[config.mk]
export PLATFORM = sky130hd
export DESIGN_NAME = itp_top
export DESIGN_NICKNAME = d
export VERILOG_FILES = /design/src/verilog/itp_fifo.v /design/src/verilog/itp_top.v
export VERILOG_INCLUDE_DIRS = /design/src /design/src/verilog
export SDC_FILE = /design/constraint.sdc
export NUM_CORES = 1
export LEC_CHECK = 0
export BUFFER_PORTS_ARGS = -buffer_cell sky130_fd_sc_hd__buf_2
export CAP_MARGIN = 20
export CORE_MARGIN = 2
export CORE_UTILIZATION = 42
export CTS_CLUSTER_SIZE = 25
export DETAILED_ROUTE_END_ITERATION = 16
export PLACE_DENSITY = 0.67
export RECOVER_POWER = 50
export SLEW_MARGIN = 20
export SYNTH_ARGS = -nofsm -noshare
export SYNTH_HDL_FRONTEND = slang
export SYNTH_SLANG_ARGS = --single-unit
[constraint.sdc]
create_clock -name ref_clk -period 8.3 [get_ports ref_clk]
set_input_delay 0.415 -clock ref_clk [delete_from_list [all_inputs] [get_ports ref_clk]]
set_output_delay 0.415 -clock ref_clk [all_outputs]
set_load 0.01 [all_outputs]
[src/verilog/itp_consts.vh]
/*
 constants for the ingress timestamp path: widths, FIFO depth, timeout counts.
 assumes inclusion by itp_top.v and two of the three verification files, not by itp_fifo.v.
*/
`ifndef ITP_CONSTS_VH
`define ITP_CONSTS_VH
`define ITP_DATA_W 32
`define ITP_TS_W 64
`define ITP_ETYPE_W 16
`define ITP_FIFO_DEPTH 8
`define ITP_FIFO_AW 3
`define ITP_TS_TIMEOUT_NS 2560
`define ITP_CLK_PERIOD_NS 10
`define ITP_TS_TIMEOUT_CYC (`ITP_TS_TIMEOUT_NS / `ITP_CLK_PERIOD_NS)
`define ITP_TIMEOUT_W 9
`define ITP_TS_INVALID 64'hFFFF_FFFF_FFFF_FFFF
`define ITP_ETYPE_RST 16'h88F7
`endif

[src/verilog/itp_fifo.v]
/*
 synchronous FIFO with parameterised width and depth, valid/ready both sides.
 assumes a single clock and synchronous active-high reset.
*/
`timescale 1ns/1ps
`default_nettype none
module itp_fifo #(
   parameter WIDTH = 32,
   parameter DEPTH = 8,
   parameter AW = 3
) (
   // clock and reset
   input wire ref_clk,
   input wire srst,
   // fill side
   input wire in_valid,
   output wire in_ready,
   input wire [WIDTH-1:0] in_data,
   // drain side
   output wire out_valid,
   input wire out_ready,
   output wire [WIDTH-1:0] out_data
);
   reg [WIDTH-1:0] mem [0:DEPTH-1];
   reg [AW-1:0] wr_ptr_r;
   reg [AW-1:0] rd_ptr_r;
   reg [AW:0] count_r;
   wire do_wr;
   wire do_rd;
   assign in_ready = (count_r != DEPTH[AW:0]);
   assign out_valid = (count_r != {(AW+1){1'b0}});
   assign out_data = mem[rd_ptr_r];
   assign do_wr = in_valid && in_ready;
   assign do_rd = out_valid && out_ready;
   always @(posedge ref_clk) begin
      if (do_wr) begin
         mem[wr_ptr_r] <= in_data;
      end
   end
   always @(posedge ref_clk) begin
      if (srst) begin
         wr_ptr_r <= {AW{1'b0}};
         rd_ptr_r <= {AW{1'b0}};
         count_r <= {(AW+1){1'b0}};
      end else begin
         if (do_wr) begin
            wr_ptr_r <= (wr_ptr_r == DEPTH[AW-1:0] - 1'b1) ? {AW{1'b0}} : wr_ptr_r + 1'b1;
         end
         if (do_rd) begin
            rd_ptr_r <= (rd_ptr_r == DEPTH[AW-1:0] - 1'b1) ? {AW{1'b0}} : rd_ptr_r + 1'b1;
         end
         if (do_wr && !do_rd) begin
            count_r <= count_r + 1'b1;
         end else if (do_rd && !do_wr) begin
            count_r <= count_r - 1'b1;
         end
      end
   end
endmodule
`default_nettype wire

[src/verilog/itp_top.v]
/*
 ingress timestamp path: port FIFO plus event FIFO fed by a time sync unit.
 assumes synchronous packet word stream with sop/eop, stamp answer from the
 time sync unit as a one-cycle pulse, all on ref_clk.
*/
`timescale 1ns/1ps
`default_nettype none
`include "itp_consts.vh"
module itp_top (
   // clock and reset
   input wire ref_clk,
   input wire srst,
   // mode and configuration
   input wire host_ts_en,
   input wire event_mode_en,
   input wire timeout_fix_en,
   input wire [`ITP_ETYPE_W-1:0] match_etype,
   // receive stream from the ethernet_switch_subsystem port
   input wire rx_valid,
   output reg rx_ready,
   input wire [`ITP_DATA_W-1:0] rx_data,
   input wire rx_sop,
   input wire rx_eop,
   input wire rx_preamble_ok,
   input wire [`ITP_ETYPE_W-1:0] rx_etype,
   // time_sync_unit request and answer
   output reg ts_req,
   input wire ts_ack,
   input wire [`ITP_TS_W-1:0] ts_value,
   // payload toward host DMA
   output reg dma_valid,
   input wire dma_ready,
   output reg [`ITP_DATA_W-1:0] dma_data,
   output reg dma_sop,
   output reg dma_eop,
   output reg [`ITP_TS_W-1:0] dma_ts,
   output reg dma_ts_valid,
   // event FIFO read by the host, and the port lock flag
   output reg evt_valid,
   input wire evt_pop,
   output reg [`ITP_TS_W-1:0] evt_ts,
   output reg evt_overflow,
   output reg port_locked
);
   // =====================================================
   // state encodings
   localparam ST_IDLE = 3'b001;
   localparam ST_WAIT = 3'b010;
   localparam ST_PASS = 3'b100;
   reg [2:0] state_r;
   reg [2:0] state_nxt;
   reg [`ITP_TIMEOUT_W-1:0] wait_cnt_r;
   reg [`ITP_TS_W-1:0] ts_hold_r;
   reg ts_hold_ok_r;
   // =====================================================
   // port FIFO
   wire pf_in_ready;
   wire pf_out_valid;
   wire [`ITP_DATA_W+1:0] pf_out_data;
   wire pf_pop;
   wire rx_take;
   assign rx_take = rx_valid && pf_in_ready;
   itp_fifo #(
      .WIDTH(`ITP_DATA_W + 2),
      .DEPTH(`ITP_FIFO_DEPTH),
      .AW(`ITP_FIFO_AW)
   ) u_port_fifo (
      .ref_clk(ref_clk),
      .srst(srst),
      .in_valid(rx_valid),
      .in_ready(pf_in_ready),
      .in_data({rx_sop, rx_eop, rx_data}),
      .out_valid(pf_out_valid),
      .out_ready(pf_pop),
      .out_data(pf_out_data)
   );
   // back-pressure toward the port
   always @(posedge ref_clk) begin
      if (srst) begin
         rx_ready <= 1'b0;
      end else begin
         rx_ready <= pf_in_ready;
      end
   end
   // =====================================================
   // stamp request
   wire want_req;
   assign want_req = rx_take && rx_sop && rx_preamble_ok &&
                     (host_ts_en || (event_mode_en && rx_etype == match_etype));
   always @(posedge ref_clk) begin
      if (srst) begin
         ts_req <= 1'b0;
      end else begin
         ts_req <= want_req;
      end
   end
   // =====================================================
   // event FIFO for host reads
   wire ev_in_ready;
   wire ev_out_valid;
   wire [`ITP_TS_W-1:0] ev_out_data;
   wire ev_push;
   assign ev_push = ts_ack && event_mode_en;
   itp_fifo #(
      .WIDTH(`ITP_TS_W),
      .DEPTH(`ITP_FIFO_DEPTH),
      .AW(`ITP_FIFO_AW)
   ) u_event_fifo (
      .ref_clk(ref_clk),
      .srst(srst),
      .in_valid(ev_push),
      .in_ready(ev_in_ready),
      .in_data(ts_value),
      .out_valid(ev_out_valid),
      .out_ready(evt_pop && evt_valid),
      .out_data(ev_out_data)
   );
   always @(posedge ref_clk) begin
      if (srst) begin
         evt_valid <= 1'b0;
         evt_ts <= {`ITP_TS_W{1'b0}};
         evt_overflow <= 1'b0;
      end else begin
         evt_valid <= ev_out_valid && !(evt_pop && evt_valid);
         evt_ts <= ev_out_data;
         if (ev_push && !ev_in_ready) begin
            evt_overflow <= 1'b1;
         end
      end
   end
   // =====================================================
   // stamp hold for host mode
   always @(posedge ref_clk) begin
      if (srst) begin
         ts_hold_r <= {`ITP_TS_W{1'b0}};
         ts_hold_ok_r <= 1'b0;
      end else if (ts_ack && host_ts_en) begin
         ts_hold_r <= ts_value;
         ts_hold_ok_r <= 1'b1;
      end else if (pf_pop && pf_out_data[`ITP_DATA_W+1]) begin
         // stamp consumed when the packet head leaves
         ts_hold_ok_r <= 1'b0;
      end
   end
   // =====================================================
   // port release state machine
   wire head_sop;
   wire head_eop;
   wire timed_out;
   assign head_sop = pf_out_data[`ITP_DATA_W+1];
   assign head_eop = pf_out_data[`ITP_DATA_W];
   assign timed_out = timeout_fix_en &&
                      (wait_cnt_r >= `ITP_TS_TIMEOUT_CYC - 1);
   assign pf_pop = (state_r == ST_PASS) && pf_out_valid && (!dma_valid || dma_ready);
   always @* begin
      state_nxt = state_r;
      case (state_r)
         ST_IDLE: begin
            if (pf_out_valid && head_sop) begin
               state_nxt = host_ts_en ? ST_WAIT : ST_PASS;
            end else if (pf_out_valid) begin
               state_nxt = ST_PASS;
            end
         end
         ST_WAIT: begin
            if (ts_hold_ok_r || timed_out || !host_ts_en) begin
               state_nxt = ST_PASS;
            end
         end
         ST_PASS: begin
            if (pf_pop && head_eop) begin
               state_nxt = ST_IDLE;
            end
         end
         default: begin
            state_nxt = ST_IDLE;
         end
      endcase
   end
   always @(posedge ref_clk) begin
      if (srst) begin
         state_r <= ST_IDLE;
         wait_cnt_r <= {`ITP_TIMEOUT_W{1'b0}};
         port_locked <= 1'b0;
      end else begin
         state_r <= state_nxt;
         if (state_r == ST_WAIT && state_nxt == ST_WAIT) begin
            wait_cnt_r <= wait_cnt_r + 1'b1;
         end else begin
            wait_cnt_r <= {`ITP_TIMEOUT_W{1'b0}};
         end
         port_locked <= (state_r == ST_WAIT) && (wait_cnt_r >= `ITP_TS_TIMEOUT_CYC - 1);
      end
   end
   // =====================================================
   // DMA output register
   always @(posedge ref_clk) begin
      if (srst) begin
         dma_valid <= 1'b0;
         dma_data <= {`ITP_DATA_W{1'b0}};
         dma_sop <= 1'b0;
         dma_eop <= 1'b0;
         dma_ts <= {`ITP_TS_W{1'b0}};
         dma_ts_valid <= 1'b0;
      end else begin
         if (pf_pop) begin
            dma_valid <= 1'b1;
            dma_data <= pf_out_data[`ITP_DATA_W-1:0];
            dma_sop <= head_sop;
            dma_eop <= head_eop;
            if (head_sop) begin
               dma_ts <= (host_ts_en && ts_hold_ok_r) ? ts_hold_r : `ITP_TS_INVALID;
               dma_ts_valid <= host_ts_en && ts_hold_ok_r;
            end
         end else if (dma_ready) begin
            dma_valid <= 1'b0;
         end
      end
   end
endmodule
`default_nettype wire
==> results of run 1 <==
registers in the layout, summed over array words and instances (netlist names), 3 cells and up, named ones only:
signal and cells:
u_event_fifo.wr_ptr_r 3, u_port_fifo.wr_ptr_r 3, ts_hold_r 64, u_port_fifo.mem 272, dma_data 32, evt_ts 64
u_port_fifo.count_r 4, u_port_fifo.rd_ptr_r 3, u_event_fifo.rd_ptr_r 3, dma_ts 64, state_r 3, u_event_fifo.count_r 4
wait_cnt_r 9, u_event_fifo.mem 512
tightest hold or removal path: stages:
cell and delay [ns]:
sky130_fd_sc_hd__buf_2 0.10, sky130_fd_sc_hd__nand2_1 0.11, sky130_fd_sc_hd__nor4_1 0.07
how the worst max path moves through the flow:
| stage | start | endpoint | slack (ns) | depth (start not counted) |
|---|---|---|---|---|
| after floorplan | u_event_fifo.count_r[0] | u_event_fifo.mem[0][0] | 0.78 | 4 |
| after global placement | dma_ready | dma_ts[23] | 4.61 | 8 |
| after detailed placement | dma_ready | dma_ts[22] | 4.50 | 8 |
| after CTS | u_port_fifo.count_r[0] | dma_ts[22] | 4.52 | 7 |
| after global routing | host_ts_en | ts_hold_r[0] | 3.55 | 4 |
| final | host_ts_en | ts_hold_r[0] | 3.92 | 4 |
final cells by class:
type                    instances  area (um^2)
fillers                      7527        45900
flip-flops and latches       1053        28900
multi-input cells            1016         9500
clock buffers                 134         2900
repair buffers                406         2140
well taps                    1186         1480
clock inverters                66          736
inverters                       9         33.8
diodes                          1         2.50
metal layers:
metal | GRT usage, % | wire, um | share of wire, %
met1 | 22.6 | 35000 | 41
met2 | 30.7 | 42700 | 50
met3 | 4.73 | 5940 | 6.9
met4 | 4.97 | 1930 | 2.3
met5 | 0 | 69 | 0.081
cells in the mapped netlist, types with 3 or more instances:
master	count
sky130_fd_sc_hd__a211oi_1	37
sky130_fd_sc_hd__a211oi_2	59
sky130_fd_sc_hd__a21o_1	3
sky130_fd_sc_hd__a21oi_1	86
sky130_fd_sc_hd__buf_1	21
sky130_fd_sc_hd__buf_2	20
sky130_fd_sc_hd__buf_6	7
sky130_fd_sc_hd__clkbuf_1	78
sky130_fd_sc_hd__dfxtp_1	269
sky130_fd_sc_hd__edfxtp_1	784
sky130_fd_sc_hd__ha_1	16
sky130_fd_sc_hd__inv_1	8
sky130_fd_sc_hd__mux2i_1	103
sky130_fd_sc_hd__mux4_2	195
sky130_fd_sc_hd__nand2_1	156
sky130_fd_sc_hd__nand2b_1	7
sky130_fd_sc_hd__nand3_1	8
sky130_fd_sc_hd__nand4_1	4
sky130_fd_sc_hd__nor2_1	262
sky130_fd_sc_hd__nor3_1	13
sky130_fd_sc_hd__nor4_1	8
sky130_fd_sc_hd__o21ai_0	4
sky130_fd_sc_hd__or3_1	4
sky130_fd_sc_hd__xnor2_1	23
sky130_fd_sc_hd__xor2_1	6
through the flow:
step	std cells	total power, uW	util, %	hold slack, ns
floorplan	2204	6850	-	0.437
global placement	3605	7200	45.6	0.442
detailed placement	3606	7250	45.6	0.447
CTS	3870	12100	50.3	0.000835
global route	3871	12400	49.9	0.0330
finish	3871	12000	49.9	0.0678
logic make-up after synthesis:
group | after synthesis
flip-flops | 1053
AO/OA/AOI/OAI | 195
buffers and inverters | 135
AND/OR/NAND/NOR | 475
adder cells (fa/ha/maj) | 18
multiplexers | 299
XOR/XNOR | 29
where the power goes:
group	switching, uW	total [uW]	internal (uW)
logic	622	1100	477
clock network	2020	4860	2840
registers	135	6030	5900
what timing repair did:
action,CTS,global route
hold endpoints to repair,500,0
hold buffers,64,0
setup endpoints to repair,0,0
==> summary.json, run 1 <==
{
  "detailed_routing": {
    "detail_route.wl_per_cell_um": 22.1,
    "route.vias.total": 20584,
    "postRouteAntennaNets": 0,
    "detailed_routing_iterations_pass_1": 5,
    "detailedRoute.firstIterationViolations": 1719,
    "viasPerCell": 5.32,
    "route.detailed.drc": 0,
    "detail_route.wirelength_um": 85700
  },
  "run": {
    "timing.max_cap.violations": 1
  },
  "min_path": {
    "hold-path-cell-count": 3,
    "min_delay_startpoint": "rx_preamble_ok",
    "hold_path.class": "in2reg",
    "hold_path_end": "ts_req"
  },
  "clock_network": {
    "clk_pin_slew_worst_paths_ns": 0.06,
    "numClockSinks": 1053,
    "cts_root_buffer": "sky130_fd_sc_hd__clkbuf_16",
    "ctsHtreeMaxLevel": 3,
    "cts.repair.resized": 0,
    "clk_latency_ns": 0.69,
    "cts_tree": "done",
    "cts_inserted_buffers": 105,
    "cts_max_path_buffers": 3,
    "post-cts-setup-buffers": 0
  },
  "setup_path": {
    "r2r-start": "u_port_fifo.count_r[0]",
    "reg2reg_slack_ns": 4.59,
    "timing.critical_path.slowest_cell_delay_ns": 3.23,
    "worst_ep_required_ns": 8.89,
    "critPathMaxFanout": 64,
    "end_kind": "register",
    "ff2ff_path_depth": 7,
    "arrival_ns": 4.98,
    "crit-reg2reg-capture": "dma_ts[22]",
    "worstPathBufferInverterCount": 1,
    "crit_path_start_kind": "input pin",
    "worst_path_dominant_cell_family": "simple AND/OR/NAND/NOR gates",
    "timing.setup.critical_path_class": "in2reg",
    "max_stage_delay_cell_worst_path": "sky130_fd_sc_hd__and2_0",
    "worstPathCellList": "clkbuf_1, and2_0, nand2_1, a21oi_1"
  },
  "final_layout": {
    "leading_cell_types_in_the_layout_fill_and_taps_excluded": "sky130_fd_sc_hd__edfxtp_1 (784), sky130_fd_sc_hd__clkbuf_1 (268), sky130_fd_sc_hd__dfxtp_1 (263)",
    "drive_above_1_share_pct": 20.4,
    "nNetsFinal": 2749,
    "final_cell_area_um2": 45700,
    "areaGrowthSynthToFinish_pct": 17.6,
    "layout_commonest_cell": "sky130_fd_sc_hd__edfxtp_1"
  },
  "status": {
    "violations": "capacitance limit, slew limit",
    "run_status": "finished with violations"
  },
  "timing": {
    "timing_hold_violations_final": 0,
    "worst-slew-pin-transition_ns": 4.39,
    "layout_worst_path_cycle_share_pct": 52.8,
    "timing.setup.tns_ns": 0,
    "grt_setup_unrepaired": "false",
    "final-setup-viol-count": 0,
    "layout_setup_ws_ns": 3.92,
    "slew_violations": 65,
    "max-slew-margin-rel_pct": -193,
    "min_period_ns": 4.38,
    "timing.fmax_mhz": 228,
    "fin_skew_ns": 0.0313
  },
  "yosys": {
    "synth-compound-area-share_pct": 3.94,
    "synth_area_leaders": "sky130_fd_sc_hd__edfxtp_1 (61%), sky130_fd_sc_hd__dfxtp_1 (14%), sky130_fd_sc_hd__mux4_2 (11%)",
    "postSynthRegisterBits": 1053,
    "syn_inst": 2204,
    "synth_top_family_by_area": "multiplexers",
    "seq_area_frac_synth_pct": 74.4,
    "synthDominantCellAreaShare_pct": 60.5,
    "post_synth_instance_area_um2": 38900,
    "synth-warning-count": 0,
    "synth.area.mux_share_pct": 14.0,
    "synth_fp_nets": 2362,
    "synth-edff-count": 784,
    "postSynth.asyncResetShare_pct": 0,
    "synth.largest_area_cell": "sky130_fd_sc_hd__edfxtp_1",
    "synth.distinct_cells": 41,
    "postSynth.topFlopCell": "sky130_fd_sc_hd__edfxtp_1",
    "post_synthesis_xor_xnor_area_fraction_pct": 0.653,
    "synthSimpleGateAreaFrac_pct": 4.93,
    "synth.avg_cell_area_um2": 17.6,
    "post_synth_fa_ha_maj_area_fraction_pct": 0.618
  },
  "global_routing": {
    "globalRouteTotalUtil_pct": 18.0,
    "antenna_found_initial": 6,
    "grt_max_degree": 107,
    "grt_pass1_vias": 21441,
    "grt_pass1_wl_um": 129000,
    "grt_remaining_overflow": 0
  },
  "floorplanning": {
    "die_width_um": 308,
    "start_util_pct": 42.4,
    "fp.coreArea_um2": 91700,
    "io-pin-count": 309,
    "die_h_um": 308,
    "std_cell_rows": 111,
    "die-area_um2": 95100
  },
  "placement": {
    "port_buffers": 308,
    "detailedPlacementHpwl_um": 49100,
    "gp_congestion": 0.751,
    "pre_cts_ws_ns": 4.50,
    "placed_area_um2": 41800
  },
  "pwr": {
    "irDropWorstVdd_uv": 209,
    "p_leak_uw": 0.0144,
    "powerDensity_nw_per_um2": 262
  }
}
No activity file was read; power rests on OpenSTA's default activity.
==> run 2, diff against run 1 <==
==> constraint.sdc (replaced) <==
create_clock -name ref_clk -period 4.1 [get_ports ref_clk]
set_input_delay 0.205 -clock ref_clk [delete_from_list [all_inputs] [get_ports ref_clk]]
set_output_delay 0.205 -clock ref_clk [all_outputs]
set_load 0.01 [all_outputs]
==> run 2 against run 1 <==
  * Via count rose by 0.75%
  * Combinational power rose by 110%
  * Sequential cell count did not move
  * Core utilization rose by 0.35 points
  * First-iteration DRC count fell by 18%
  * Critical endpoint unchanged
  * Non-clock buffer count rose by 48
  * The run still ends with capacitance limit, slew limit left
==> summary.json, run 2 (same netlist as run 1, synthesis figures left out) <==
{
  "clock_network": {
    "numClockSinks": {"value": 1053, "change": "unchanged"},
    "clk_pin_slew_worst_paths": {"value": 0.06, "unit": "ns", "change": "about the same"},
    "cts_max_path_buffers": {"value": 3, "change": "unchanged"},
    "ctsHtreeMaxLevel": {"value": 3, "change": "unchanged"},
    "cts_inserted_buffers": {"value": 106, "change": "+0.95%"},
    "cts_hold_repair.buffers": {"value": 107, "change": "+67%"},
    "cts.repair.resized": {"value": 0, "change": "unchanged"},
    "cts_root_buffer": "sky130_fd_sc_hd__clkbuf_16",
    "clk_latency": {"value": 0.67, "unit": "ns", "change": "-0.02 ns"},
    "post-cts-setup-buffers": {"value": 0, "change": "unchanged"},
    "cts_tree": "done"
  },
  "min_path": {
    "hold_path.class": "in2reg"
  },
  "final_layout": {
    "areaGrowthSynthToFinish_pct": 18.4,
    "leading_cell_types_in_the_layout_fill_and_taps_excluded": "sky130_fd_sc_hd__edfxtp_1 (784), sky130_fd_sc_hd__clkbuf_1 (298), sky130_fd_sc_hd__dfxtp_1 (263)",
    "drive_above_1_share": {"value": 19.1, "unit": "%", "change": "-1.3 points"},
    "layout_commonest_cell": "sky130_fd_sc_hd__edfxtp_1",
    "registers.top_by_ff_count": "u_event_fifo.mem",
    "largest_register_ffs": {"value": 512, "change": "unchanged"},
    "nNetsFinal": {"value": 2798, "change": "+1.8%"},
    "registers_with_the_most_flip_flops": "u_event_fifo.mem x512, u_port_fifo.mem x272"
  },
  "placement": {
    "port_buffers": {"value": 308, "change": "unchanged"},
    "detailedPlacementHpwl": {"value": 48400, "unit": "um", "change": "-1.4%"},
    "pre_cts_ws": {"value": 1.12, "unit": "ns", "change": "-3.38 ns"},
    "gp_congestion": {"value": 0.769, "change": "+2.3%"}
  },
  "pwr": {
    "p_seq_share": {"value": 51.0, "unit": "%", "change": "+0.7 points"},
    "irDropWorstVdd": {"value": 418, "unit": "uV", "change": "+100%"},
    "power.net_switching": {"value": 5490, "unit": "uW", "change": "+97%"},
    "power_report.internal_total": {"value": 18500, "unit": "uW", "change": "+100%"},
    "comb_power_share": {"value": 9.4, "unit": "%", "change": "+0.2 points"},
    "powerDensity": {"value": 520, "unit": "nW/um^2", "change": "+98%"},
    "p_leak": {"value": 0.0145, "unit": "uW", "change": "+0.51%"},
    "power.share.clock": {"value": 39.6, "unit": "%", "change": "-0.9 points"},
    "sw_frac_of_total": {"value": 22.9, "unit": "%", "change": "-0.25 points"}
  },
  "timing": {
    "worst-slew-pin-transition": {"value": 3.12, "unit": "ns", "change": "-1.27 ns"},
    "timing.fmax_mhz": 309,
    "timing_hold_violations_final": {"value": 0, "change": "unchanged"},
    "final-setup-viol-count": {"value": 0, "change": "unchanged"},
    "max-slew-margin-rel": {"value": -108, "unit": "%", "change": "+85 points"},
    "timing.hold.ws": {"value": 0.0568, "unit": "ns", "change": "-0.0111 ns"},
    "layout_setup_ws": {"value": 0.866, "unit": "ns", "change": "-3.05 ns"},
    "min_period_ns": 3.23,
    "slew_violations": {"value": 65, "change": "unchanged"},
    "layout_worst_path_cycle_share_pct": 78.9,
    "fin_skew": {"value": 0.0248, "unit": "ns", "change": "-0.00652 ns"},
    "grt_setup_unrepaired": "false"
  },
  "setup_path": {
    "critPathMaxFanout": {"value": 64, "change": "unchanged"},
    "timing.critical_path.slowest_cell_delay": {"value": 2.28, "unit": "ns", "change": "-0.95 ns"},
    "worst_path_dominant_cell_family": "simple AND/OR/NAND/NOR gates",
    "max_stage_delay_cell_worst_path": "sky130_fd_sc_hd__and2_1",
    "worstPathBufferInverterCount": {"value": 2, "change": "+1"},
    "arrival": {"value": 3.82, "unit": "ns", "change": "-1.16 ns"},
    "end_kind": "register",
    "crit_path_start_kind": "input pin",
    "worst_ep_required": {"value": 4.68, "unit": "ns", "change": "-4.21 ns"},
    "timing.setup.critical_path_class": "in2reg",
    "worstPathCellList": "dlygate4sd3_1, buf_2, and2_1, nand2_1, a21oi_1"
  },
  "global_routing": {
    "antenna_found_initial": {"value": 5, "change": "-1"},
    "grt_remaining_overflow": {"value": 0, "change": "unchanged"},
    "grt_pass1_wl": {"value": 131000, "unit": "um", "change": "+1.5%"},
    "grt_max_degree": {"value": 139, "change": "+30%"},
    "grt_pass1_vias": {"value": 21841, "change": "+1.9%"},
    "globalRouteTotalUtil": {"value": 18.2, "unit": "%", "change": "+0.23 points"}
  },
  "status": {
    "violations": "capacitance limit, slew limit",
    "run_status": "finished with violations"
  },
  "floorplanning": {
    "io-pin-count": {"value": 309, "change": "unchanged"},
    "die_h": {"value": 308, "unit": "um", "change": "unchanged"},
    "std_cell_rows": {"value": 111, "change": "unchanged"},
    "die-area": {"value": 95100, "unit": "um^2", "change": "unchanged"},
    "start_util": {"value": 42.4, "unit": "%", "change": "unchanged"},
    "die_width": {"value": 308, "unit": "um", "change": "unchanged"},
    "fp.coreArea": {"value": 91700, "unit": "um^2", "change": "unchanged"}
  },
  "detailed_routing": {
    "detail_route.wl_per_cell": {"value": 22.1, "unit": "um", "change": "-0.34%"},
    "postRouteAntennaNets": {"value": 0, "change": "unchanged"},
    "detailed_routing_iterations_pass_1": {"value": 5, "change": "unchanged"},
    "viasPerCell": {"value": 5.29, "change": "-0.48%"},
    "detail_route.wirelength": {"value": 86400, "unit": "um", "change": "+0.90%"},
    "route.vias.total": {"value": 20739, "change": "+0.75%"},
    "detailedRoute.firstIterationViolations": {"value": 1402, "change": "-18%"},
    "route.detailed.drc": {"value": 0, "change": "unchanged"}
  },
  "run": {
    "timing.max_cap.violations": {"value": 1, "change": "unchanged"}
  }
}
run 2: changes by cell type in the layout (fill, tap and decap cells not counted), sizes merged:
cell         change
clkbuf          +35
inv              -4
clkinvlp         -4
bufinv           -5
dlygate4sd3     +43
buf              -8
clkinv           -9
run 2: worst paths after layout:
check,startpoint,endpoint,slack (ns),cells past startpoint
min reg2reg,ts_hold_r[5],ts_hold_r[5],0.46,2
max reg2reg,register,state_r[2],0.96,5
min,srst,u_event_fifo.count_r[0],0.06,2
max,host_ts_en,ts_hold_r[0],0.87,5
run 2: final cells by class:
class                           instances  area [um^2]
Clock buffer                          156         3040
Multi-Input combinational cell       1016         9530
Clock inverter                         44          420
Antenna cell                            1         2.50
Sequential cell                      1053        28900
Fill cell                            7551        45600
Timing Repair Buffer                  454         2620
Inverter                                9         33.8
Tap cell                             1186         1480
run 2: power groups by stage:
stage                     clock network [uW]  logic (uW)  registers (uW)
final                                   9470        2260           12200
after detailed placement                   0        2250           12400
after global routing                   10100        2500           12300
after floorplan                            0        1450           12400
after global placement                     0        2190           12400
after CTS                               9690        2350           12200
run 2: layer usage:
metal | track usage [%] | part of all wire [%] | vias to the layer above
met2 | 31.0 | 50 | 560
met3 | 4.45 | 6.7 | 127
met4 | 5.13 | 2.0 | 8
met1 | 23.1 | 41 | 10663
met5 | 0 | 0.062 | -
li1 | - | - | 9381
run 2: metrics by stage:
| step | area, um^2 | setup TNS, ns | util (%) | total power, uW | std cells |
|---|---|---|---|---|---|
| final | 46100 | 0 | 50.3 | 23900 | 3919 |
| after global routing | 46100 | 0 | 50.3 | 24900 | 3919 |
| after CTS | 46400 | 0 | 50.6 | 24300 | 3918 |
| after detailed placement | 41900 | 0 | 45.7 | 14700 | 3611 |
| after global placement | 41900 | 0 | 45.7 | 14600 | 3611 |
| after floorplan | 38900 | -369.80 | - | 13900 | 2204 |
==> run 3, diff against run 2 <==
--- a/config.mk
+++ b/config.mk
@@ -12,7 +12,7 @@
 export CORE_UTILIZATION = 42
 export CTS_CLUSTER_SIZE = 25
 export DETAILED_ROUTE_END_ITERATION = 16
-export PLACE_DENSITY = 0.67
+export PLACE_DENSITY = 0.7
 export RECOVER_POWER = 50
 export SLEW_MARGIN = 20
 export SYNTH_ARGS = -nofsm -noshare
==> constraint.sdc (replaced) <==
create_clock -name ref_clk -period 2.9 [get_ports ref_clk]
set_input_delay 0.145 -clock ref_clk [delete_from_list [all_inputs] [get_ports ref_clk]]
set_output_delay 0.145 -clock ref_clk [all_outputs]
set_load 0.01 [all_outputs]
==> run 3 against run 2 <==
  * The run still ends with capacitance limit, slew limit left
  * Register-to-register slack got worse by 0.75 ns
  * Worst setup slack got worse by 0.69 ns
  * Combinational power increased by 48%
  * Count of clock-buffer cells in the layout decreased by 15
  * Sequential share of layout area decreased by 0.75 points
  * Sequential cell count unchanged
  * Final area increased by 1.2%
  * Total power increased by 43%
  * Critical endpoint is now evt_ts[42]
  * Largest power group unchanged
==> summary.json, run 3 (same netlist as run 1, synthesis figures left out) <==
{
  "status": {
    "run_status": "finished with violations",
    "violations": "capacitance limit, slew limit"
  },
  "final_layout": {
    "areaGrowthSynthToFinish_pct": 19.9,
    "largest_register_ffs": {"value": 512, "change": "unchanged"},
    "registers.top_by_ff_count": "u_event_fifo.mem",
    "layout_cells_excl_fill": {"value": 3950, "change": "+0.79%"},
    "nNetsFinal": {"value": 2824, "change": "+0.93%"},
    "layout_commonest_cell": "sky130_fd_sc_hd__edfxtp_1",
    "leading_cell_types_in_the_layout_fill_and_taps_excluded": "sky130_fd_sc_hd__edfxtp_1 (784), sky130_fd_sc_hd__clkbuf_1 (291), sky130_fd_sc_hd__dfxtp_1 (260)",
    "drive_above_1_share": {"value": 20.0, "unit": "%", "change": "+0.90 points"},
    "registers_with_the_most_flip_flops": "u_event_fifo.mem x512, u_port_fifo.mem x272"
  },
  "global_routing": {
    "grt_pass1_wl": {"value": 132000, "unit": "um", "change": "+0.73%"},
    "grt_most_used_layer": "met2",
    "groute.layer.met3.usage": {"value": 5.26, "unit": "%", "change": "+0.82 points"},
    "grt_remaining_overflow": {"value": 0, "change": "unchanged"},
    "globalRouteTotalUtil": {"value": 18.3, "unit": "%", "change": "+0.13 points"},
    "antenna_found_initial": {"value": 11, "change": "+6"},
    "grt_pass1_vias": {"value": 21948, "change": "+0.49%"},
    "grt_max_degree": {"value": 147, "change": "+5.8%"},
    "grt.met2_usage": {"value": 31.5, "unit": "%", "change": "+0.44 points"},
    "grtUsageMet1": {"value": 22.8, "unit": "%", "change": "-0.33 points"}
  },
  "detailed_routing": {
    "detail_route.wirelength": {"value": 86700, "unit": "um", "change": "+0.26%"},
    "detailed_routing_iterations_pass_1": {"value": 5, "change": "unchanged"},
    "detailedRoute.firstIterationViolations": {"value": 1840, "change": "+31%"},
    "route.vias.total": {"value": 20906, "change": "+0.81%"},
    "route.detailed.drc": {"value": 0, "change": "unchanged"},
    "postRouteAntennaNets": {"value": 0, "change": "unchanged"},
    "detail_route.wl_per_cell": {"value": 21.9, "unit": "um", "change": "-0.53%"},
    "viasPerCell": {"value": 5.29, "change": "about the same"}
  },
  "pwr": {
    "power_report.internal_total": {"value": 26200, "unit": "uW", "change": "+42%"},
    "p_leak": {"value": 0.0147, "unit": "uW", "change": "+1.5%"},
    "comb_power_share": {"value": 9.8, "unit": "%", "change": "+0.4 points"},
    "sw_frac_of_total": {"value": 23.2, "unit": "%", "change": "+0.26 points"},
    "powerDensity": {"value": 732, "unit": "nW/um^2", "change": "+41%"},
    "power.share.clock": {"value": 39.7, "unit": "%", "change": "about the same"},
    "power.net_switching": {"value": 7910, "unit": "uW", "change": "+44%"},
    "irDropWorstVdd": {"value": 569, "unit": "uV", "change": "+36%"},
    "p_seq_share": {"value": 50.5, "unit": "%", "change": "-0.5 points"}
  },
  "timing": {
    "final-setup-viol-count": {"value": 0, "change": "unchanged"},
    "worst-slew-pin-transition": {"value": 2.05, "unit": "ns", "change": "-1.07 ns"},
    "min_period_ns": 2.73,
    "fin_skew": {"value": 0.0399, "unit": "ns", "change": "+0.0151 ns"},
    "timing.fmax_mhz": 367,
    "slew_violations": {"value": 147, "change": "+130%"},
    "max-slew-margin-rel": {"value": -36.7, "unit": "%", "change": "+71 points"},
    "layout_worst_path_cycle_share_pct": 94.1,
    "grt_setup_unrepaired": "false",
    "timing_hold_violations_final": {"value": 0, "change": "unchanged"},
    "timing.hold.ws": {"value": 0.359, "unit": "ns", "change": "+0.302 ns"}
  },
  "clock_network": {
    "clk_pin_slew_worst_paths": {"value": 0.06, "unit": "ns", "change": "about the same"},
    "numClockSinks": {"value": 1053, "change": "unchanged"},
    "cts_root_buffer": "sky130_fd_sc_hd__clkbuf_16",
    "cts_max_path_buffers": {"value": 3, "change": "unchanged"},
    "ctsHtreeMaxLevel": {"value": 3, "change": "unchanged"},
    "clk_latency": {"value": 0.69, "unit": "ns", "change": "+0.02 ns"},
    "cts_inserted_buffers": {"value": 106, "change": "unchanged"},
    "cts_tree": "done"
  },
  "setup_path": {
    "crit-reg2reg-capture": "u_port_fifo.count_r[3]",
    "worst_path_dominant_cell_family": "buffers and inverters",
    "crit_cells": {"value": 4, "change": "-1"},
    "worstPathCellList": "dlygate4sd3_1, buf_6, clkbuf_4, nor2_1",
    "max_stage_delay_cell_worst_path": "sky130_fd_sc_hd__clkbuf_4",
    "timing.critical_path.slowest_cell_delay": {"value": 1.62, "unit": "ns", "change": "-0.66 ns"},
    "reg2reg_slack": {"value": 0.21, "unit": "ns", "change": "-0.75 ns"},
    "end_kind": "register",
    "worst_ep_required": {"value": 3.36, "unit": "ns", "change": "-1.32 ns"},
    "r2r-start": "u_port_fifo.count_r[1]",
    "worstPathBufferInverterCount": {"value": 3, "change": "+1"},
    "arrival": {"value": 3.19, "unit": "ns", "change": "-0.63 ns"},
    "critPathMaxFanout": {"value": 146, "change": "+130%"},
    "timing.setup.critical_path_class": "in2reg",
    "ff2ff_path_depth": {"value": 11, "change": "+6"},
    "crit_path_start_kind": "input pin"
  },
  "min_path": {
    "hold_path.class": "in2reg",
    "hold-path-cell-count": {"value": 2, "change": "unchanged"},
    "min_delay_startpoint": "rx_data[21]",
    "hold_path_end": "u_port_fifo.mem[7][21]"
  },
  "floorplanning": {
    "die_h": {"value": 308, "unit": "um", "change": "unchanged"},
    "io-pin-count": {"value": 309, "change": "unchanged"},
    "die-area": {"value": 95100, "unit": "um^2", "change": "unchanged"},
    "std_cell_rows": {"value": 111, "change": "unchanged"},
    "fp.coreArea": {"value": 91700, "unit": "um^2", "change": "unchanged"},
    "start_util": {"value": 42.4, "unit": "%", "change": "unchanged"},
    "die_width": {"value": 308, "unit": "um", "change": "unchanged"}
  },
  "placement": {
    "dpl.cell_count": {"value": 3633, "change": "+0.61%"},
    "detailedPlacementHpwl": {"value": 50000, "unit": "um", "change": "+3.4%"},
    "port_buffers": {"value": 308, "change": "unchanged"},
    "gp_congestion": {"value": 0.736, "change": "-4.3%"}
  },
  "run": {
    "timing.max_cap.violations": {"value": 1, "change": "unchanged"}
  }
}
-- run 3: changes by cell type in the layout (fill, tap and decap cells not counted), sizes merged --
cell | before | now
buf | 80 | 100
bufinv | 6 | 8
clkbuf | 423 | 410
clkinv | 31 | 41
clkinvlp | 3 | 4
diode | 1 | 5
dlygate4sd3 | 107 | 111
inv | 13 | 16
-- run 3: worst max path at each step --
stage | startpoint | end | slack, ns
6_report | srst | evt_ts[42] | 0.17
5_1_grt | u_port_fifo.count_r[1] | u_port_fifo.count_r[3] | 0.009
4_1_cts | u_port_fifo.count_r[3] | u_port_fifo.count_r[3] | 0.02
3_5_place_dp | u_port_fifo.count_r[3] | u_port_fifo.count_r[3] | 0.05
3_3_place_gp | u_port_fifo.count_r[3] | u_port_fifo.count_r[3] | 0.14
2_1_floorplan | u_port_fifo.count_r[0] | u_port_fifo.mem[2][0] | -0.71
-- run 3: layout make-up --
cell class              count  area [um^2]
inverters                   9         36.3
clock inverters            60          611
diodes                      5         12.5
repair buffers            480         3040
well taps                1186         1480
fillers                  7468        45000
multi-input cells        1016         9580
clock buffers             141         2920
flip-flops and latches   1053        29000
-- run 3: power groups by stage --
stage               Sequential (uW)  Combinational [uW]  Clock, uW
global placement              17500                3220          0
global route                  17300                3680      14400
detailed placement            17600                3330          0
floorplan                     17600                2060          0
CTS                           17200                3480      13900
finish                        17300                3350      13500
-- run 3: per-stage QoR --
step	power, uW	worst slack [ns]	util (%)	setup TNS, ns	cell area (um^2)
after floorplan	19600	-0.712	-	-101.56	39000
after global placement	20700	0.143	46.2	0	42300
after detailed placement	20900	0.0482	46.2	0	42300
after CTS	34600	0.0228	51.2	0	47000
after global routing	35400	0.00932	50.9	0	46600
final	34100	0.172	50.9	0	46600
-- run 3: timing repair --
action,in CTS,in global routing
setup endpoints to repair,0,1
gates resized for setup,0,1
hold buffers,111,0
endpoints found under the hold margin,914,0
buffers inserted,0,0
-- run 3: per-layer routing --
| metal | wire (um) | vias up |
|---|---|---|
| li1 | - | 9427 |
| met1 | 34400 | 10668 |
| met2 | 43500 | 669 |
| met3 | 6900 | 128 |
| met4 | 1760 | 14 |
| met5 | 102 | - |
